`src/cmd_err_pkg.sv`:
```
// Constants and carrier types for the command parser error checker and its queue.
// Assumes one clock domain; the parser front end delivers classified characters.
// Function
// - An error query on an empty queue returns code +0, no error.
// - Power-on reset or the clear-status command empties the error queue.
// - Generic syntax fault with nothing more specific logs -100.
// - Character invalid for the element being parsed logs -101.
// - Unrecognised command or data type logs -102.
// - Illegal character where a separator is expected logs -103.
// - Block data where the header takes none logs -104.
// - Too many parameters log -108; too few log -109.
// - Header or character data over twelve characters logs -112.
// - Well-formed header matching no command logs -113.
// - Numeric fault with nothing more specific logs -120.
// - Character invalid for the numeric radix logs -121.
// - Decimal mantissa over 255 significant digits logs -124.
// - Legal number where the header takes none logs -128.
// - Malformed or inappropriate suffix logs -131.
// - Suffix over 12 characters logs -134.
// - Suffix after a number that allows none logs -138.
package cmd_err_pkg;

  // Signed error codes
  localparam logic signed [15:0] CODE_NONE        = 16'sh0000;
  localparam logic signed [15:0] CODE_CMD         = -16'sh0064; // -100
  localparam logic signed [15:0] CODE_BAD_CHAR    = -16'sh0065; // -101
  localparam logic signed [15:0] CODE_SYNTAX      = -16'sh0066; // -102
  localparam logic signed [15:0] CODE_BAD_SEP     = -16'sh0067; // -103
  localparam logic signed [15:0] CODE_DATA_TYPE   = -16'sh0068; // -104
  localparam logic signed [15:0] CODE_PARM_EXTRA  = -16'sh006C; // -108
  localparam logic signed [15:0] CODE_PARM_MISS   = -16'sh006D; // -109
  localparam logic signed [15:0] CODE_HDR_LONG    = -16'sh0070; // -112
  localparam logic signed [15:0] CODE_HDR_UNDEF   = -16'sh0071; // -113
  localparam logic signed [15:0] CODE_NUM         = -16'sh0078; // -120
  localparam logic signed [15:0] CODE_NUM_CHAR    = -16'sh0079; // -121
  localparam logic signed [15:0] CODE_NUM_DIGITS  = -16'sh007C; // -124
  localparam logic signed [15:0] CODE_NUM_BANNED  = -16'sh0080; // -128
  localparam logic signed [15:0] CODE_SFX_BAD     = -16'sh0083; // -131
  localparam logic signed [15:0] CODE_SFX_LONG    = -16'sh0086; // -134
  localparam logic signed [15:0] CODE_SFX_BANNED  = -16'sh008A; // -138

  // Limits
  localparam logic [3:0] NAME_MAX      = 4'hC; // Header, character data, suffix
  localparam logic [8:0] DIGIT_MAX     = 9'h0FF; // Significant mantissa digits
  localparam int         QUEUE_DEPTH   = 8;
  localparam int         QUEUE_AW      = 3;

  // Parser element kinds
  typedef enum logic [2:0] {
    EL_IDLE   = 3'b000,
    EL_HEADER = 3'b001,
    EL_SEP    = 3'b010,
    EL_NUMBER = 3'b011,
    EL_SUFFIX = 3'b100,
    EL_CHARS  = 3'b101,
    EL_STRING = 3'b110,
    EL_BLOCK  = 3'b111
  } elem_t;

  // Numeric radix in use
  typedef enum logic [1:0] {
    RADIX_DEC = 2'b00,
    RADIX_HEX = 2'b01,
    RADIX_OCT = 2'b10,
    RADIX_BIN = 2'b11
  } radix_t;

  // One classified character from the front end
  typedef struct packed {
    logic       valid;
    logic [7:0] ch;
    elem_t      kind;      // Element this character belongs to
    logic       first;     // First character of the element
    logic       last;      // Element ends after this character
    logic       end_msg;   // Program message terminator seen
  } char_in_t;

  // Properties of the header just matched, from the command table
  typedef struct packed {
    logic       known;       // Header matches a defined command
    logic       allow_num;   // Header accepts a numeric value
    logic       allow_sfx;   // Numeric value may carry a suffix
    logic       allow_block; // Header accepts block data
    logic       sfx_ok;      // Suffix text is one the device knows
    logic [3:0] min_parms;
    logic [3:0] max_parms;
    radix_t     radix;
  } hdr_info_t;

  // Query answer
  typedef struct packed {
    logic              valid;
    logic signed [15:0] code;
  } err_ans_t;

endpackage

```
`src/err_queue.sv`:
```
// First-in first-out store of signed error codes.
// Assumes push and pop come from one clock domain; clear wins over both.
`timescale 1ns/10ps
`default_nettype none
module err_queue
  import cmd_err_pkg::*;
(
  // Clock and reset
  input  wire logic               clk,
  input  wire logic               rst_n,
  // Control
  input  wire logic               clear,
  input  wire logic               push,
  input  wire logic signed [15:0] push_code,
  input  wire logic               pop,
  // Answer
  output logic signed [15:0]      head_code,
  output logic                    empty,
  output logic                    full
);

  logic signed [15:0]  mem_ff [QUEUE_DEPTH];
  logic [QUEUE_AW-1:0] rd_ff;
  logic [QUEUE_AW-1:0] nxt_rd;
  logic [QUEUE_AW-1:0] wr_ff;
  logic [QUEUE_AW-1:0] nxt_wr;
  logic [QUEUE_AW:0]   cnt_ff;
  logic [QUEUE_AW:0]   nxt_cnt;
  logic                do_push;
  logic                do_pop;

  // Empty queue reads as no error
  assign empty     = (cnt_ff == '0);
  assign full      = (cnt_ff == (QUEUE_AW+1)'(QUEUE_DEPTH));
  assign head_code = empty ? CODE_NONE : mem_ff[rd_ff];
  assign do_pop    = pop && !empty;
  assign do_push   = push && (!full || do_pop);

  // Pointer and count next values
  always_comb begin
    nxt_rd  = rd_ff;
    nxt_wr  = wr_ff;
    nxt_cnt = cnt_ff;
    if (clear) begin
      nxt_rd  = '0;
      nxt_wr  = '0;
      nxt_cnt = '0;
    end else begin
      if (do_pop) begin
        nxt_rd = rd_ff + 1'b1;
      end
      if (do_push) begin
        nxt_wr = wr_ff + 1'b1;
      end
      nxt_cnt = cnt_ff + {{QUEUE_AW{1'b0}}, do_push} - {{QUEUE_AW{1'b0}}, do_pop};
    end
  end

  // Register pointers and storage
  always_ff @(posedge clk) begin
    if (!rst_n) begin
      rd_ff  <= '0;
      wr_ff  <= '0;
      cnt_ff <= '0;
    end else begin
      rd_ff  <= nxt_rd;
      wr_ff  <= nxt_wr;
      cnt_ff <= nxt_cnt;
    end
  end

  always_ff @(posedge clk) begin
    if (do_push && !clear) begin
      mem_ff[wr_ff] <= push_code;
    end
  end

  a_pop_order : assert property (@(posedge clk) disable iff (!rst_n)
    (cnt_ff == 0 && push && !pop && !clear) |=> (head_code == $past(push_code)))
    else $error("Oldest code not at head");

endmodule
`default_nettype wire

```
`src/cmd_err_check.sv`:
```
// Command parser error detector feeding an ordered error queue.
// Assumes a front end that tokenises serial text into classified characters
// and a command table that looks up each completed header.
`timescale 1ns/10ps
`default_nettype none
module cmd_err_check
  import cmd_err_pkg::*;
(
  // Clock and reset
  input  wire logic                 clk,
  input  wire logic                 rst_n,
  // Character stream from the front end
  input  wire cmd_err_pkg::char_in_t cin,
  // Lookup result for the current header, sampled with its last character
  input  wire cmd_err_pkg::hdr_info_t hdr,
  // Lexical faults flagged by the front end
  input  wire logic                 bad_sep,
  input  wire logic                 bad_element,
  input  wire logic                 unknown_type,
  input  wire logic                 num_malformed,
  input  wire logic                 sfx_malformed,
  input  wire logic                 syntax_other,
  // Common commands and queries
  input  wire logic                 clear_status,
  input  wire logic                 err_query,
  // Query answer
  output cmd_err_pkg::err_ans_t     ans,
  output logic                      queue_full
);

  // Parser tracking state
  typedef enum logic [1:0] {
    PS_HEADER = 2'b00,
    PS_PARAMS = 2'b01,
    PS_SKIP   = 2'b10
  } pstate_t;

  pstate_t          ps_ff;
  pstate_t          nxt_ps;
  logic [3:0]       len_ff;
  logic [3:0]       nxt_len;
  logic             long_ff;
  logic             nxt_long;
  logic [8:0]       dig_ff;
  logic [8:0]       nxt_dig;
  logic             sig_ff;
  logic             nxt_sig;
  logic [3:0]       parms_ff;
  logic [3:0]       nxt_parms;
  hdr_info_t        hinfo_ff;
  hdr_info_t        nxt_hinfo;
  err_ans_t         ans_ff;
  err_ans_t         nxt_ans;
  logic             log_en;
  logic signed [15:0] log_code;
  logic             q_empty;
  logic signed [15:0] q_head;

  // Is this character a legal digit for the radix
  function automatic logic digit_ok(input logic [7:0] c, input radix_t r);
    logic d;
    d = 1'b0;
    unique case (r)
      RADIX_DEC: d = (c >= 8'h30 && c <= 8'h39) || c == 8'h2E || c == 8'h2B || c == 8'h2D
                     || c == 8'h45 || c == 8'h65;
      RADIX_HEX: d = (c >= 8'h30 && c <= 8'h39) || (c >= 8'h41 && c <= 8'h46)
                     || (c >= 8'h61 && c <= 8'h66);
      RADIX_OCT: d = (c >= 8'h30 && c <= 8'h37);
      RADIX_BIN: d = (c == 8'h30 || c == 8'h31);
    endcase
    return d;
  endfunction

  // Is the character a letter, digit, underscore or one of : * ? / . of a name
  function automatic logic name_ok(input logic [7:0] c);
    return (c >= 8'h41 && c <= 8'h5A) || (c >= 8'h61 && c <= 8'h7A)
           || (c >= 8'h30 && c <= 8'h39) || c == 8'h5F || c == 8'h3A
           || c == 8'h2A || c == 8'h3F || c == 8'h2F || c == 8'h2E;
  endfunction

  wire logic in_name = cin.kind == EL_HEADER || cin.kind == EL_CHARS
                       || cin.kind == EL_SUFFIX;
  wire logic is_digit = cin.ch >= 8'h30 && cin.ch <= 8'h39;
  wire logic hdr_end  = cin.valid && cin.kind == EL_HEADER && cin.last;

  // Detect one fault per character, most specific first, and track counts
  always_comb begin
    nxt_ps    = ps_ff;
    nxt_len   = len_ff;
    nxt_long  = long_ff;
    nxt_dig   = dig_ff;
    nxt_sig   = sig_ff;
    nxt_parms = parms_ff;
    nxt_hinfo = hinfo_ff;
    log_en    = 1'b0;
    log_code  = CODE_CMD;
    if (cin.valid) begin
      // Name length counting for header, character data and suffix
      if (in_name) begin
        if (cin.first) begin
          nxt_len  = 4'h1;
          nxt_long = 1'b0;
        end else if (len_ff == NAME_MAX) begin
          nxt_long = 1'b1;
        end else begin
          nxt_len = len_ff + 4'h1;
        end
      end
      // Significant mantissa digit counting, leading zeros excluded
      if (cin.kind == EL_NUMBER) begin
        if (cin.first) begin
          nxt_dig = '0;
          nxt_sig = 1'b0;
        end
        // A zero counts only once a nonzero digit of this same number was seen
        if (is_digit && (cin.ch != 8'h30 || (!cin.first && sig_ff))) begin
          nxt_sig = 1'b1;
          if (cin.first || dig_ff != 9'h1FF) begin
            nxt_dig = (cin.first ? 9'h000 : dig_ff) + 9'h001;
          end
        end
      end
      if (cin.kind == EL_HEADER && cin.first) begin
        nxt_parms = '0;
      end
      // Count parameters as they start, so the missing check sees this one
      if (cin.kind != EL_HEADER && cin.kind != EL_SEP && cin.kind != EL_IDLE
          && cin.kind != EL_SUFFIX && cin.first && parms_ff != 4'hF) begin
        nxt_parms = parms_ff + 4'h1;
      end
      if (ps_ff != PS_SKIP) begin
        if (bad_sep) begin
          log_en = 1'b1; log_code = CODE_BAD_SEP;
        end else if (unknown_type) begin
          log_en = 1'b1; log_code = CODE_SYNTAX;
        end else if (cin.kind == EL_BLOCK && cin.first && !hinfo_ff.allow_block) begin
          log_en = 1'b1; log_code = CODE_DATA_TYPE;
        end else if (cin.kind == EL_NUMBER && !digit_ok(cin.ch, hinfo_ff.radix)) begin
          log_en = 1'b1; log_code = CODE_NUM_CHAR;
        end else if (cin.kind == EL_NUMBER && cin.last && hinfo_ff.radix == RADIX_DEC
                     && nxt_dig > DIGIT_MAX) begin
          log_en = 1'b1; log_code = CODE_NUM_DIGITS;
        end else if (cin.kind == EL_NUMBER && num_malformed) begin
          log_en = 1'b1; log_code = CODE_NUM;
        end else if (cin.kind == EL_NUMBER && cin.last && !hinfo_ff.allow_num) begin
          log_en = 1'b1; log_code = CODE_NUM_BANNED;
        end else if (cin.kind == EL_SUFFIX && cin.first && !hinfo_ff.allow_sfx) begin
          log_en = 1'b1; log_code = CODE_SFX_BANNED;
        end else if (cin.kind == EL_SUFFIX && cin.last && nxt_long) begin
          log_en = 1'b1; log_code = CODE_SFX_LONG;
        end else if (cin.kind == EL_SUFFIX && cin.last && (sfx_malformed || !hinfo_ff.sfx_ok)) begin
          log_en = 1'b1; log_code = CODE_SFX_BAD;
        end else if ((in_name && !name_ok(cin.ch)) || bad_element) begin
          log_en = 1'b1; log_code = CODE_BAD_CHAR;
        end else if ((cin.kind == EL_HEADER || cin.kind == EL_CHARS) && cin.last && nxt_long) begin
          log_en = 1'b1; log_code = CODE_HDR_LONG;
        end else if (hdr_end && !hdr.known) begin
          log_en = 1'b1; log_code = CODE_HDR_UNDEF;
        end else if (cin.kind != EL_HEADER && cin.kind != EL_SEP && cin.kind != EL_IDLE
                     && cin.first && parms_ff == hinfo_ff.max_parms) begin
          log_en = 1'b1; log_code = CODE_PARM_EXTRA;
        end else if (cin.end_msg && (ps_ff == PS_PARAMS || hdr_end)
                     && nxt_parms < (hdr_end ? hdr.min_parms : hinfo_ff.min_parms)) begin
          log_en = 1'b1; log_code = CODE_PARM_MISS;
        end else if (syntax_other) begin
          log_en = 1'b1; log_code = CODE_CMD;
        end
      end
      // Header lookup captured; one fault skips checks until the message ends or a later header ends
      if (hdr_end) begin
        nxt_hinfo = hdr;
        nxt_ps    = PS_PARAMS;
      end
      if (log_en) begin
        nxt_ps = PS_SKIP;
      end
      if (cin.end_msg) begin
        nxt_ps = PS_HEADER;
      end
    end
  end

  // Register parser tracking state
  always_ff @(posedge clk) begin
    if (!rst_n || clear_status) begin
      ps_ff    <= PS_HEADER;
      len_ff   <= '0;
      long_ff  <= 1'b0;
      dig_ff   <= '0;
      sig_ff   <= 1'b0;
      parms_ff <= '0;
      hinfo_ff <= '0;
    end else begin
      ps_ff    <= nxt_ps;
      len_ff   <= nxt_len;
      long_ff  <= nxt_long;
      dig_ff   <= nxt_dig;
      sig_ff   <= nxt_sig;
      parms_ff <= nxt_parms;
      hinfo_ff <= nxt_hinfo;
    end
  end

  // Ordered error store
  err_queue u_queue (
    .clk       (clk),
    .rst_n     (rst_n),
    .clear     (clear_status),
    .push      (log_en),
    .push_code (log_code),
    .pop       (err_query),
    .head_code (q_head),
    .empty     (q_empty),
    .full      (queue_full)
  );

  // Query answer: oldest code, or +0 when nothing is stored
  always_comb begin
    nxt_ans.valid = err_query;
    nxt_ans.code  = ans_ff.code;
    if (err_query) begin
      nxt_ans.code = q_empty ? CODE_NONE : q_head;
    end
  end

  always_ff @(posedge clk) begin
    if (!rst_n) begin
      ans_ff <= '0;
    end else begin
      ans_ff <= nxt_ans;
    end
  end

  assign ans = ans_ff;

  // Checks
  a_empty_zero : assert property (@(posedge clk) disable iff (!rst_n)
    (err_query && q_empty) |=> (ans.valid && ans.code == CODE_NONE))
    else $error("Empty query not +0");
  a_cls_clears : assert property (@(posedge clk) disable iff (!rst_n)
    clear_status |=> q_empty)
    else $error("Clear did not empty queue");
  a_octal_nine : assert property (@(posedge clk) disable iff (!rst_n)
    (cin.valid && ps_ff != PS_SKIP && !bad_sep && !unknown_type && cin.kind == EL_NUMBER
     && hinfo_ff.radix == RADIX_OCT && cin.ch == 8'h39) |-> (log_en && log_code == CODE_NUM_CHAR))
    else $error("Octal nine not -121");
  a_undef_hdr : assert property (@(posedge clk) disable iff (!rst_n)
    (log_en && log_code == CODE_HDR_UNDEF) |-> (hdr_end && !hdr.known))
    else $error("Bad -113 cause");
  a_sep_code : assert property (@(posedge clk) disable iff (!rst_n)
    (cin.valid && ps_ff != PS_SKIP && bad_sep) |-> (log_en && log_code == CODE_BAD_SEP))
    else $error("Separator fault not -103");
  a_skip_rest : assert property (@(posedge clk) disable iff (!rst_n || clear_status)
    (log_en && !cin.end_msg) |=> (ps_ff == PS_SKIP))
    else $error("Parser did not skip after fault");
  a_query_pop : assert property (@(posedge clk) disable iff (!rst_n)
    (err_query && !q_empty && !clear_status) |=> (ans.valid && ans.code == $past(q_head)))
    else $error("Query did not return the oldest code");
  a_long_sfx : assert property (@(posedge clk) disable iff (!rst_n)
    (log_en && log_code == CODE_SFX_LONG) |-> (cin.kind == EL_SUFFIX && nxt_long))
    else $error("Bad -134 cause");

  c_query_hit   : cover property (@(posedge clk) err_query && !q_empty);
  c_query_empty : cover property (@(posedge clk) err_query && q_empty);
  c_undef       : cover property (@(posedge clk) log_en && log_code == CODE_HDR_UNDEF);
  c_full        : cover property (@(posedge clk) queue_full);

endmodule
`default_nettype wire

```
`config.mk`:
```
export PLATFORM = sky130hd
export DESIGN_NAME = cmd_err_check
export DESIGN_NICKNAME = d
export VERILOG_FILES = /design/src/cmd_err_pkg.sv /design/src/err_queue.sv /design/src/cmd_err_check.sv
export SDC_FILE = /design/constraint.sdc
export NUM_CORES = 1
export LEC_CHECK = 0
export BUFFER_PORTS_ARGS = -buffer_cell sky130_fd_sc_hd__buf_2
export CORE_MARGIN = 3
export CORE_UTILIZATION = 31
export CTS_CLUSTER_DIAMETER = 80
export CTS_CLUSTER_SIZE = 20
export DETAILED_ROUTE_END_ITERATION = 7
export PLACE_DENSITY_LB_ADDON = 0.25
export SYNTH_ARGS = -nofsm -noshare
export SYNTH_HDL_FRONTEND = slang
export SYNTH_SLANG_ARGS = --single-unit
```
`constraint.sdc`:
```
create_clock -name clk -period 3.7 [get_ports clk]
set_clock_uncertainty 0.05 [all_clocks]
set_input_delay 0.37 -clock clk [delete_from_list [all_inputs] [get_ports clk]]
set_output_delay 0.37 -clock clk [all_outputs]
set_load 0.03 [all_outputs]
```
---- Word-level counts from Yosys, hierarchy flattened ----
Memories as Yosys holds them, arrays and structs flattened. A register that Yosys moved wholly into a read port is not among the register bits.
Cells that the tools add are included.
word-level totals
  flip-flop bits (word level) ............. 62
  bits in writable memories ............... 64
  input port bits ......................... 40
  output and inout port bits .............. 18
  word-level logic and storage cells ...... 224
  memories ................................ 1
memory list
  name            words  bits a word  rd ports  clocked after memory_dff  wr ports  RTL line         text
  u_queue.mem_ff  8      8            1         1                         1         err_queue.sv:22  logic signed [15:0] mem_ff [QUEUE_DEPTH];
cells by class
  add/sub/neg operators ................... 7
  $lt $le $gt $ge ......................... 11
  equal/unequal tests ..................... 32
  multiplexer cells ....................... 67
  bitwise gates (word level) .............. 1
  reduce and logical (&&, ||, !) cells .... 87
operators by type and width
  kind                                                                                 count
  8-bit two-way mux                                                                    12
  8-bit by 6-bit equality test with 1-bit output, second input constant                9
  9-bit two-way mux                                                                    5
  1-bit logical AND                                                                    40
  8-bit by 7-bit <= comparator with 1-bit output, second input constant                4
  1-bit two-way mux                                                                    32
  4-bit two-way mux                                                                    8
  1-bit logical OR                                                                     25
  8-bit by 7-bit equality test with 1-bit output, second input constant                3
  8-bit by 7-bit greater-or-equal comparator with 1-bit output, second input constant  2
  8-bit by 6-bit <= comparator with 1-bit output, second input constant                2
  16-bit two-way mux                                                                   1
  5-bit two-way mux                                                                    3
  1-bit logical NOT                                                                    12
  9-bit by 1-bit adder with 9-bit output, second input constant                        1
  3-bit equality test, second input constant                                           3
  9-bit by 8-bit > comparator with 1-bit output, second input constant                 1
  9-bit != test, second input constant                                                 1
  4-bit by 1-bit adder with 4-bit output, second input constant                        2
  4-bit equality test, second input constant                                           2
  8-bit by 6-bit greater-or-equal comparator with 1-bit output, second input constant  1
  8-bit by 6-bit != test with 1-bit output, second input constant                      1
  3-bit by 1-bit adder with 3-bit output, second input constant                        2
  2-bit two-way mux                                                                    3
  other kinds (23)                                                                     30

---- Logic depth before layout (Yosys ltp) ----
Gate-level depths: netlist of the first run.
  word-level depth ........................ 32
  mapped depth ............................ 18
  gate-level depth less buffers ........... 16

---- Cells and area by module ----
Synthesis of the first run repeated with hierarchy kept, for this count alone.
second synthesis, totals
  cell total of the unflattened synthesis .. 702
  area, all modules ....................... 8803.4 um^2
by module, submodules not included
  module         times used  cells each  area each (um^2)  sequential area each (um^2)
  err_queue      1           273         5532.8            4103.9
  cmd_err_check  1           429         3270.6            1041.0

---- Worst setup path before layout of the first run ----
No wires, ideal clock.
  path kind ............................... input port to flip-flop
  start point ............................. input port cin[5] in the netlist's numbering
  end point ............................... register u_queue.cnt_ff[2]
  setup time .............................. 0.128 ns
  arrival ................................. 3.440 ns
  required time ........................... 3.522 ns
  path slack .............................. 0.082 ns
  stages on the path ...................... 15
  path buffers ............................ 2
  cells stage by stage .................... buf_2 -> or3b_2 -> nand3_1 -> nor2_1 -> mux2i_1 -> ha_1 -> o211a_1 -> o31ai_1 -> a2111oi_4 -> a21oi_4 -> buf_6 -> ha_1 -> fa_1 -> xnor2_1 -> nor2_1
on the way
  longest elaborated chain between the ends .. 31
  elaborated cells on any way between the ends .. 73
  classes of those cells .................. add/sub (2); order compare (2); eq/ne (8); mux (26); reduce/logical (35)
RTL lines
  what                                                                                                         RTL line                                    text
  start: declaration                                                                                           cmd_err_check.sv:13                         input wire cmd_err_pkg::char_in_t cin,
  3-bit by 1-bit != test with 1-bit output / 3-bit by 2-bit != test with 1-bit output (equally long branches)  cmd_err_check.sv:127, cmd_err_check.sv:159
  1-bit logical AND (2 in a row)                                                                               cmd_err_check.sv:127, cmd_err_check.sv:159
  1-bit logical AND (3 in a row)                                                                               cmd_err_check.sv:128                        && cin.kind != EL_SUFFIX && cin.first && parms_ff != 4'hF) begin
  4-bit two-way mux                                                                                            cmd_err_check.sv:127                        if (cin.kind != EL_HEADER && cin.kind != EL_SEP && cin.kind != EL_IDLE
  4-bit two-way mux                                                                                            cmd_err_check.sv:97                         if (cin.valid) begin
  4-bit < comparator                                                                                           cmd_err_check.sv:163                        && nxt_parms < (hdr_end ? hdr.min_parms : hinfo_ff.min_parms)) begin
  1-bit logical AND                                                                                            cmd_err_check.sv:163
  1-bit two-way mux                                                                                            cmd_err_check.sv:162                        end else if (cin.end_msg && (ps_ff == PS_PARAMS || hdr_end)
  [... 11 more ...]                                                                                            --
  1-bit two-way mux (*)                                                                                        cmd_err_check.sv:136                        end else if (cin.kind == EL_BLOCK && cin.first && !hinfo_ff.allow_block) begin
  1-bit two-way mux (*)                                                                                        cmd_err_check.sv:134                        end else if (unknown_type) begin
  1-bit two-way mux (*)                                                                                        cmd_err_check.sv:132                        if (bad_sep) begin
  1-bit two-way mux (*)                                                                                        cmd_err_check.sv:131                        if (ps_ff != PS_SKIP) begin
  1-bit two-way mux (*) (2 in a row)                                                                           cmd_err_check.sv:97
  1-bit logical AND (*)                                                                                        err_queue.sv:37                             assign do_push = push && (!full || do_pop);
  4-bit by 1-bit adder with 4-bit output (*)                                                                   err_queue.sv:55                             nxt_cnt = cnt_ff + {{QUEUE_AW{1'b0}}, do_push} - {{QUEUE_AW{1'b0}}, do_pop};
  4-bit by 1-bit subtractor with 4-bit output (*)                                                              err_queue.sv:55
  end signal: assignment                                                                                       err_queue.sv:68                             cnt_ff <= nxt_cnt;
  end: declaration                                                                                             err_queue.sv:27                             logic [QUEUE_AW:0] cnt_ff;
Every way passes the cells marked *; elsewhere a longest branch is shown, timed or not. The select of a mux whose other input is x is not followed.
A chain may end at the register's enable or synchronous reset.

---- Worst setup path after layout of the first run ----
  start point ............................. register parms_ff[0]
  end point ............................... register u_queue.cnt_ff[2]
on the way
  longest elaborated chain between the ends .. 27
  elaborated cells on any way between the ends .. 31
  classes of those cells .................. add/sub (3); order compare (1); eq/ne (2); mux (21); reduce/logical (4)
RTL lines
  what                                                                            RTL line              text
  start: declaration                                                              cmd_err_check.sv:48   logic [3:0] parms_ff;
  start signal: assignment                                                        cmd_err_check.sv:199  parms_ff <= nxt_parms;
  branches (longest 7 deep; another with 4-bit by 1-bit adder with 4-bit output)  --
  1-bit two-way mux (*)                                                           cmd_err_check.sv:159  end else if (cin.kind != EL_HEADER && cin.kind != EL_SEP && cin.kind != EL_IDLE
  1-bit two-way mux (*)                                                           cmd_err_check.sv:157  end else if (hdr_end && !hdr.known) begin
  1-bit two-way mux (*)                                                           cmd_err_check.sv:155  end else if ((cin.kind == EL_HEADER || cin.kind == EL_CHARS) && cin.last && nxt_long) begin
  1-bit two-way mux (*)                                                           cmd_err_check.sv:153  end else if ((in_name && !name_ok(cin.ch)) || bad_element) begin
  1-bit two-way mux (*)                                                           cmd_err_check.sv:151  end else if (cin.kind == EL_SUFFIX && cin.last && (sfx_malformed || !hinfo_ff.sfx_ok)) begin
  1-bit two-way mux (*)                                                           cmd_err_check.sv:149  end else if (cin.kind == EL_SUFFIX && cin.last && nxt_long) begin
  1-bit two-way mux (*)                                                           cmd_err_check.sv:147  end else if (cin.kind == EL_SUFFIX && cin.first && !hinfo_ff.allow_sfx) begin
  [... 4 more ...]                                                                --
  1-bit two-way mux (*)                                                           cmd_err_check.sv:136
  1-bit two-way mux (*)                                                           cmd_err_check.sv:134
  1-bit two-way mux (*)                                                           cmd_err_check.sv:132
  1-bit two-way mux (*)                                                           cmd_err_check.sv:131
  1-bit two-way mux (*) (2 in a row)                                              cmd_err_check.sv:97
  1-bit logical AND (*)                                                           err_queue.sv:37
  4-bit by 1-bit adder with 4-bit output (*)                                      err_queue.sv:55
  4-bit by 1-bit subtractor with 4-bit output (*)                                 err_queue.sv:55
Mark *: on every way between the ends. The select of a mux whose other input is x is not followed.

==> impl_metrics.toml, run 1 <==
[clocking]
clk_pin_slew_ns = 0.06
clock-root-buffer = "clkbuf_16"
cts_buffers = 17
htree_levels = 4
tritoncts = "built"
clk_path_buf_depth = 2
hold_buffers = 0
numClockSinks = 113
clkLatencyLatePin_ns = 0.41

[routing]
ant_nets = 0
vias = 4277
first_pass_iters = 5
drc_errors = 0
via_per_inst = 5.062
wl_um = 13480
wl_per_cell_um = 15.96
first_iter_violations = 218

[power_and_ir_drop]
vdd_ir_drop_max_uv = 343.8
powerDensity_nw_per_um2 = 538.3
p_total_w = 0.003718
p_leak_nw = 2.509

[hold_path]
min_path_type = "input port to register"

[synthesis]
ys_top_cells_by_area = "edfxtp_1 29%, dfxtp_1 20%, mux4_2 5.5%"
synth_area_per_cell_um2 = 10.59
async_reset_ff_frac = 0
ys_seq_area_frac = 0.4898
synth_edf_count = 56
ys_ff_latch = 113
synth_top_family_by_area = "simple AND/OR/NAND/NOR gates"
yosys_most_used_dff = "dfxtp_1"
yosys.area_share.simple = 0.1750
yosysTopAreaCell = "edfxtp_1"
synth_xor_area_frac = 0.01520
synth_top_area_frac = 0.2918
ys_types = 71
synth_fa_ha_area_frac = 0.03604
syn_area_um2 = 5763
ys_warn_count = 0
synthMuxAreaShare = 0.08597
synth_fp_nets = 600
syn_inst = 544
synth_compound_area_frac = 0.1461

[sta]
finalSetupViolCount = 0
fin_crit_ns = 3.404
tightest_slew_ns = 0.9789
max_slew_margin = 0.3465
rsz0062_at_grt = "no"
final_hold_viol_count = 0
drv_slew = 0
tns_ns = 0
fmax_mhz = 293.8
fin_crit_sh = 0.9200

[outcome]
outcome = "complete, no violations"

[global_routing]
grt_pass1_vias = 4235
antenna_found_initial = 0
grtUsageTotal = 0.1377
grt_pass1_wl_um = 21860
grt_max_degree = 42
grt-ovfl-total = 0

[finish]
areaGrowthSynthToFinish_pct = 19.87
diodes = 0
drive_gt1_frac = 0.2370
nets = 659

[placement]
hpwl_um = 9753
numPortBuffers = 57
globalplace.congestion = 0.8508

[flow_run]
maxCapViolations = 0

[die]
core_area_um2 = 18090
initial_core_util = 0.3186
die_height_um = 142.3
die_area_um2 = 20260
num_io_pins = 58
rows = 49
dieWidth_um = 142.3

[critical_path]
required_ns = 3.93
critical_path.startpoint = "parms_ff[0]"
r2r_start = "parms_ff[0]"
criticalPathCategory = "register to register"
start_kind = "register"
r2r_cells = 15
worst_setup_path_end_kind = "register"
r2r_end = "u_queue.cnt_ff[2]"
endpoint = "u_queue.cnt_ff[2]"
cp_data_arrival_time_ns = 3.64
ff2ff_setup_slack_ns = 0.30
path_max_fanout = 6
## stage by stage
| stage | instances | cell area [um2] | hold slack, ns | util | setup WS (ns) |
|---|---|---|---|---|---|
| after floorplan | 544 | 5763 | 0.3867 | - | 0.08201 |
| after global placement | 813 | 6284 | 0.3988 | 0.3474 | 0.1146 |
| after detailed placement | 813 | 6284 | 0.4094 | 0.3474 | 0.04485 |
| after CTS | 845 | 6893 | 0.1241 | 0.3811 | 0.2325 |
| after global routing | 845 | 6908 | 0.1315 | 0.3819 | 0.001434 |
| final | 845 | 6908 | 0.1416 | 0.3819 | 0.2960 |
## synthesized netlist by cell type (all sizes together) (6+ instances only)
cell type   n
o21ai      23
a2111oi     7
nor3       15
nor2b       8
edfxtp     56
ha         15
inv        30
mux2i      18
xor2        6
nand3      13
and2       16
o22ai       7
dfxtp      57
nand2b      6
clkbuf     14
nand2      48
a21oi      39
mux4       14
nor2       41
buf        21
## metal layers
metal / vias to the layer above / share of wire / track usage
li1: 2110 / - / -
met1: 2059 / 0.46 / 0.1761
met2: 96 / 0.49 / 0.2256
met3: 12 / 0.046 / 0.04368
met4: 0 / 0.0089 / 0.03902
met5: - / 0 / 0
## registers in the layout, indices dropped and copies added (netlist names), named ones only
name	flops
u_queue.rd_ff	3
parms_ff	4
dig_ff	9
ps_ff	2
u_queue.mem_ff	56
u_queue.cnt_ff	4
len_ff	4
sig_ff	1
long_ff	1
u_queue.wr_ff	3
ans	9
hinfo_ff	14
## where the power goes
part           switching, W  leakage, nW  total (W)  internal [W]
logic              0.000375         1.25   0.000624      0.000249
registers         0.0000491        0.963    0.00142       0.00137
clock network      0.000611        0.294    0.00168       0.00107
## layout make-up
| type | count | area [um2] |
|---|---|---|
| clock inverters | 14 | 180.2 |
| clock buffers | 18 | 429.2 |
| flip-flops and latches | 113 | 2823 |
| inverters | 30 | 112.6 |
| well taps | 229 | 286.5 |
| multi-input cells | 366 | 2656 |
| fillers | 1767 | 11180 |
| repair buffers | 75 | 420.4 |
## critical path, cell delays in order, from the launching register on
cell and delay (ns):
dfxtp_1 0.36, ha_1 0.23, nand3_1 0.13, nand3_2 0.14, nor2_1 0.17, mux2i_1 0.27
ha_1 0.20, a211oi_1 0.07, o21ai_0 0.10, inv_1 0.12, a2111oi_4 0.46, a21oi_4 0.10
ha_1 0.24, fa_1 0.41, xnor2_1 0.17, nor2_1 0.05
## kinds of logic (layout without fill, tap and decap cells)
logic type | after synthesis | count (layout)
AO/OA/AOI/OAI | 120 | 120
AND/OR/NAND/NOR | 188 | 188
buffers and inverters | 65 | 137
XOR/XNOR | 10 | 10
adder cells (fa/ha/maj) | 16 | 16
flip-flops | 113 | 113
multiplexers | 32 | 32
## repair_timing
item / in CTS / in global routing
gates resized for setup: 0 / 9
buffers inserted: 0 / 0
setup endpoints to repair: 0 / 57
## worst min path at each step
stage	from	endpoint	slack (ns)	cells past startpoint
global placement	hinfo_ff[13]	hinfo_ff[13]	0.40	2
CTS	hdr[12]	hinfo_ff[12]	0.12	3
finish	hdr[12]	hinfo_ff[12]	0.14	3
floorplan	hinfo_ff[13]	hinfo_ff[13]	0.39	2
global route	hdr[0]	hinfo_ff[0]	0.13	3
detailed placement	hinfo_ff[10]	hinfo_ff[10]	0.41	2
## cell usage in the layout (no fill, tap or decap), types with 18 or more instances in the layout
cell       n
nor2_1    40
dfxtp_1   57
edfxtp_1  56
o21ai_0   19
a21oi_1   38
mux2i_1   18
nand2_1   48
buf_2     57
buf_4     18
inv_1     30
(Power assumes the default switching activity.)
==> run 2: changes to the inputs <==
--- a/config.mk
+++ b/config.mk
@@ -6,11 +6,12 @@
 export NUM_CORES = 1
 export LEC_CHECK = 0
 export BUFFER_PORTS_ARGS = -buffer_cell sky130_fd_sc_hd__buf_2
-export CORE_MARGIN = 3
+export CORE_MARGIN = 2
 export CORE_UTILIZATION = 31
 export CTS_CLUSTER_DIAMETER = 80
 export CTS_CLUSTER_SIZE = 20
 export DETAILED_ROUTE_END_ITERATION = 7
+export GPL_TIMING_DRIVEN = 0
 export PLACE_DENSITY_LB_ADDON = 0.25
 export SYNTH_ARGS = -nofsm -noshare
 export SYNTH_HDL_FRONTEND = slang
==> run 2 against run 1 <==
  * Die area fell by 2.8%
  * Largest power group unchanged
  * Critical path depth rose by 1
  * Utilization rose by 0.44 points
  * Count of clock-buffer cells in the layout rose by 2
  * Fmax fell by 4.0%
  * Global-route usage rose by 0.63 points
  * Highest routed layer unchanged
  * Register-to-register slack got worse by 0.12 ns
  * Via count rose by 1.6%
  * Sequential cell count did not move
  * Setup slack got worse by 0.14 ns
==> impl_metrics.toml, run 2 (same netlist as run 1, synthesis figures left out) <==
[die]
dieWidth_um = 140.3
die_height_um = 140.3
core_area_um2 = 18090
initial_core_util = 0.3186
die_area_um2 = 19700
num_io_pins = 58
rows = 49

[sta]
finalSetupViolCount = 0
final_hold_viol_count = 0
fin_crit_ns = 3.545
fmax_mhz = 282.1
max_slew_margin = 0.2315
fin_crit_sh = 0.9580
drv_slew = 0
tightest_slew_ns = 1.141
layout_setup_ws_ns = 0.1555
timing.hold.ws_ns = 0.1433

[outcome]
outcome = "complete, no violations"

[critical_path]
criticalPathCategory = "input port to register"
crit_chain = "buf_2 > buf_2 > or3b_2 > nand3_4 > nor2_2 > mux2i_2 > ha_1 > o211a_1 > o31ai_1 > a2111oi_4 > a21oi_4 > buf_6 > ha_1 > fa_1 > xnor2_1 > nor2_1"
cp_data_arrival_time_ns = 3.77
path_max_fanout = 10
worst_setup_path_end_kind = "register"
cp_slowest_cell = "or3b_2"
slowest_delay_ns = 0.53
required_ns = 3.92
start_kind = "input port"

[placement]
numPortBuffers = 51
globalplace.congestion = 0.8542
hpwl_um = 10020
place_ws_ns = -0.3815

[routing]
ant_nets = 0
first_iter_violations = 287
drc_errors = 0
vias = 4346
wl_per_cell_um = 16.07
first_pass_iters = 5
wl_um = 13790
via_per_inst = 5.065

[power_and_ir_drop]
p_sw_frac = 0.2763
pwr-share-seq = 0.371
p_total_w = 0.003768
vdd_ir_drop_max_uv = 363.7
pwr-share-comb = 0.182
powerDensity_nw_per_um2 = 539.3
switching_power_w = 0.001041
p_int_w = 0.002727
clockPowerShare = 0.447
p_leak_nw = 2.537

[finish]
regMostFlops = "u_queue.mem_ff"
layout_commonest_cell = "buf_2"
drive_gt1_frac = 0.2289
top_regs = "u_queue.mem_ff: 56 flops, hinfo_ff: 14 flops"
diodes = 0
finish.utilization = 0.3863
areaGrowthSynthToFinish_pct = 21.23
final_cell_mix = "59 x buf_2, 56 x edfxtp_1, 55 x dfxtp_1"
largest_reg_flops = 56
nets = 672

[clocking]
cts_buffers = 17
clock-root-buffer = "clkbuf_16"
clk_pin_slew_ns = 0.06
numClockSinks = 113
clk_path_buf_depth = 2
tritoncts = "built"
htree_levels = 4
clkLatencyLatePin_ns = 0.41

[global_routing]
grt_pass1_wl_um = 21830
grt-ovfl-total = 0
grtUsageTotal = 0.1440
antenna_found_initial = 0
grt_pass1_vias = 4271
grt_max_degree = 17

[flow_run]
maxCapViolations = 0

[hold_path]
min_path_type = "input port to register"
==> run 2: power groups by stage <==
stage	clock (W)	sequential [W]	combinational [W]
after detailed placement	0	0.00143	0.000685
after CTS	0.00172	0.00140	0.000689
after floorplan	0	0.00147	0.000469
after global placement	0	0.00142	0.000671
final	0.00168	0.00140	0.000687
after global routing	0.00178	0.00141	0.000759
==> run 2: routing by layer <==
layer	track usage	wire length [um]	vias to the layer above
met5	0	0	-
met4	0.03987	119	0
met3	0.04068	718	11
met2	0.2410	6635	124
met1	0.1828	6317	2073
li1	-	-	2138
==> run 2: cell type report <==
| cell class | count | area, um2 |
|---|---|---|
| repair buffers | 53 | 270.3 |
| clock inverters | 12 | 143.9 |
| clock buffers | 20 | 478.0 |
| fillers | 1774 | 11100 |
| plain buffers | 35 | 187.7 |
| flip-flops and latches | 113 | 2825 |
| well taps | 229 | 286.5 |
| inverters | 30 | 112.6 |
| multi-input cells | 366 | 2683 |
==> run 2: worst max-delay path: cells and delay by family <==
family	cells	cell delay (ns)
mux	1	0.15
fa+ha+maj	3	0.96
buf+inv	3	0.47
xor+xnor	1	0.17
compound gates	4	0.89
simple gates	4	0.77
==> run 2: final timing paths <==
check	startpoint	to	slack, ns	cells past startpoint
max	cin[5]	u_queue.cnt_ff[2]	0.16	16
min reg2reg	hinfo_ff[13]	hinfo_ff[13]	0.41	2
max reg2reg	parms_ff[0]	u_queue.cnt_ff[2]	0.18	15
min	hdr[5]	hinfo_ff[5]	0.14	3
==> run 2: what timing repair did <==
item,4_1_cts,5_1_grt
endpoints found under the setup margin,2,68
gates resized for setup,2,10
setup buffers,1,1
pin swaps,1,2
hold buffers,0,0
==> run 2: through the flow <==
stage	instances	TNS [ns]	area, um2
2_1_floorplan	544	0	5763
3_3_place_gp	824	-9.347	6305
3_5_place_dp	824	-10.30	6305
4_1_cts	857	0	6940
5_1_grt	858	-0.01671	6987
6_report	858	0	6987
==> run 3: changes to the inputs <==
--- a/config.mk
+++ b/config.mk
@@ -6,6 +6,8 @@
 export NUM_CORES = 1
 export LEC_CHECK = 0
 export BUFFER_PORTS_ARGS = -buffer_cell sky130_fd_sc_hd__buf_2
+export CELL_PAD_IN_SITES_DETAIL_PLACEMENT = 1
+export CELL_PAD_IN_SITES_GLOBAL_PLACEMENT = 2
 export CORE_MARGIN = 2
 export CORE_UTILIZATION = 31
 export CTS_CLUSTER_DIAMETER = 80
@@ -16,3 +18,4 @@
 export SYNTH_ARGS = -nofsm -noshare
 export SYNTH_HDL_FRONTEND = slang
 export SYNTH_SLANG_ARGS = --single-unit
+export TNS_END_PERCENT = 5
==> run 3 against run 2 <==
  * Highest routed layer unchanged
  * Combinational power increased by 1%
  * Setup slack improved by 0.055 ns
  * Non-clock buffer count increased by 2
  * Worst hold slack got worse by 0.00084 ns
  * Critical endpoint is now u_queue.cnt_ff[1]
  * Via count increased by 0.64%
==> impl_metrics.toml, run 3 (same netlist as run 1, synthesis figures left out) <==
[die]
dieWidth_um = 140.3
die_height_um = 140.3
initial_core_util = 0.3186
die_area_um2 = 19700
num_io_pins = 58
core_area_um2 = 18090
rows = 49

[sta]
finalSetupViolCount = 0
drv_slew = 0
tightest_slew_ns = 0.9562
rsz0062_at_grt = "no"
max_slew_margin = 0.3558
fin_crit_sh = 0.9431
fmax_mhz = 286.6
timing.hold.ws_ns = 0.1425
final_hold_viol_count = 0
tns_ns = 0
fin_crit_ns = 3.489

[clocking]
tritoncts = "built"
clkLatencyLatePin_ns = 0.42
numClockSinks = 113
hold_buffers = 0
clock-root-buffer = "clkbuf_16"
cts_buffers = 17
clk_path_buf_depth = 2
htree_levels = 4
clk_pin_slew_ns = 0.06

[critical_path]
ff2ff_setup_slack_ns = 0.22
start_kind = "input port"
cp_data_arrival_time_ns = 3.80
path_max_fanout = 10
r2r_start = "parms_ff[0]"
r2r_end = "u_queue.cnt_ff[1]"
worst_setup_path_end_kind = "register"
criticalPathCategory = "input port to register"
critical_path.startpoint = "cin[5]"
required_ns = 4.01
endpoint = "u_queue.cnt_ff[1]"
r2r_cells = 14

[finish]
layout_commonest_cell = "buf_2"
seq_area_um2 = 2824
regMostFlops = "u_queue.mem_ff"
diodes = 0
nets = 674
multi_input_area_um2 = 2680
areaGrowthSynthToFinish_pct = 20.30
largest_reg_flops = 56
finish.utilization = 0.3833
fillers = 2040
drive_gt1_frac = 0.2282
final_cell_mix = "59 x buf_2, 56 x dfxtp_1, 56 x edfxtp_1"
top_regs = "u_queue.mem_ff: 56 flops, hinfo_ff: 14 flops"
stdcell_count = 860

[global_routing]
grt_max_degree = 17
grt_pass1_vias = 4690
use_met1 = 0.1898
grt-busiest-layer = "met2"
use_met3 = 0.03590
use_met2 = 0.2830
grt_pass1_wl_um = 24250
grtUsageTotal = 0.1595
antenna_found_initial = 0
grt-ovfl-total = 0

[outcome]
outcome = "complete, no violations"

[routing]
ant_nets = 0
first_pass_iters = 4
wl_per_cell_um = 17.53
wl_um = 15080
vias = 4374
via_per_inst = 5.086
drc_errors = 0
first_iter_violations = 137

[power_and_ir_drop]
p_total_w = 0.003615
p_sw_frac = 0.2933
p_int_w = 0.002555
switching_power_w = 0.001060
p_leak_nw = 2.514
vdd_ir_drop_max_uv = 321.4
clockPowerShare = 0.421
pwr-share-comb = 0.192
powerDensity_nw_per_um2 = 521.5
pwr-share-seq = 0.387

[flow_run]
maxCapViolations = 0

[placement]
dp_cells = 824
numPortBuffers = 51
globalplace.congestion = 0.8463
hpwl_um = 11360

[hold_path]
min_path_type = "input port to register"
run 3: changes by cell type in the layout (fill, tap and decap cells not counted), moves of 2 or more:
cell | previous run | this run
buf_4 | 10 | 12
clkbuf_8 | 2 | 0
clkinv_2 | 0 | 2
o31ai_1 | 4 | 2
bufinv_16 | 2 | 0
o31ai_2 | 0 | 2
run 3: per-stage QoR:
stage	worst slack, ns	area (um2)
after floorplan	0.08201	5763
after global placement	-0.4592	6305
after detailed placement	-0.5090	6305
after CTS	0.02297	6882
after global routing	0.001651	6933
final	0.2106	6933
run 3: area by class of cell:
class	count	area share
multi-input combinational	366	0.3866
timing repair buffer	55	0.04115
clock inverter	13	0.01480
clock buffer	19	0.06551
sequential	113	0.4073
inverter	30	0.01624
buffer	35	0.02707
tap	229	0.04133
run 3: power groups by stage:
| stage | clock network, W | registers (W) | logic [W] |
|---|---|---|---|
| 2_1_floorplan | 0 | 0.00147 | 0.000469 |
| 3_3_place_gp | 0 | 0.00142 | 0.000678 |
| 3_5_place_dp | 0 | 0.00143 | 0.000700 |
| 4_1_cts | 0.00155 | 0.00140 | 0.000703 |
| 5_1_grt | 0.00160 | 0.00141 | 0.000777 |
| 6_report | 0.00152 | 0.00140 | 0.000694 |
run 3: critical path: stages:
cell and delay, ns:
buf_2 0.10, buf_2 0.22, or3b_2 0.54, nand3_4 0.14, nor2_2 0.06, mux2i_1 0.13, ha_1 0.32, o211a_1 0.19
o31ai_2 0.11, a2111oi_4 0.48, a21oi_4 0.10, buf_6 0.15, ha_1 0.24, fa_2 0.54, and2_1 0.11
run 3: layer usage:
| metal | wire (um) | share of wire |
|---|---|---|
| met2 | 7587 | 0.50 |
| met1 | 6720 | 0.45 |
| met4 | 303 | 0.020 |
| met3 | 466 | 0.031 |
| met5 | 0 | 0 |
run 3: worst min-delay path by stage:
stage,startpoint,depth (start not counted),slack (ns),endpoint
finish,hdr[10],3,0.14,hinfo_ff[10]
global route,hdr[10],3,0.15,hinfo_ff[10]
CTS,hdr[5],3,0.12,hinfo_ff[5]
detailed placement,hinfo_ff[10],2,0.40,hinfo_ff[10]
global placement,hinfo_ff[10],2,0.40,hinfo_ff[10]
floorplan,hinfo_ff[13],2,0.39,hinfo_ff[13]
run 3: timing repair:
action | CTS | global route
pin swaps | 1 | 3
setup buffers | 2 | 2
gates resized for setup | 2 | 9
setup endpoints to repair | 3 | 26
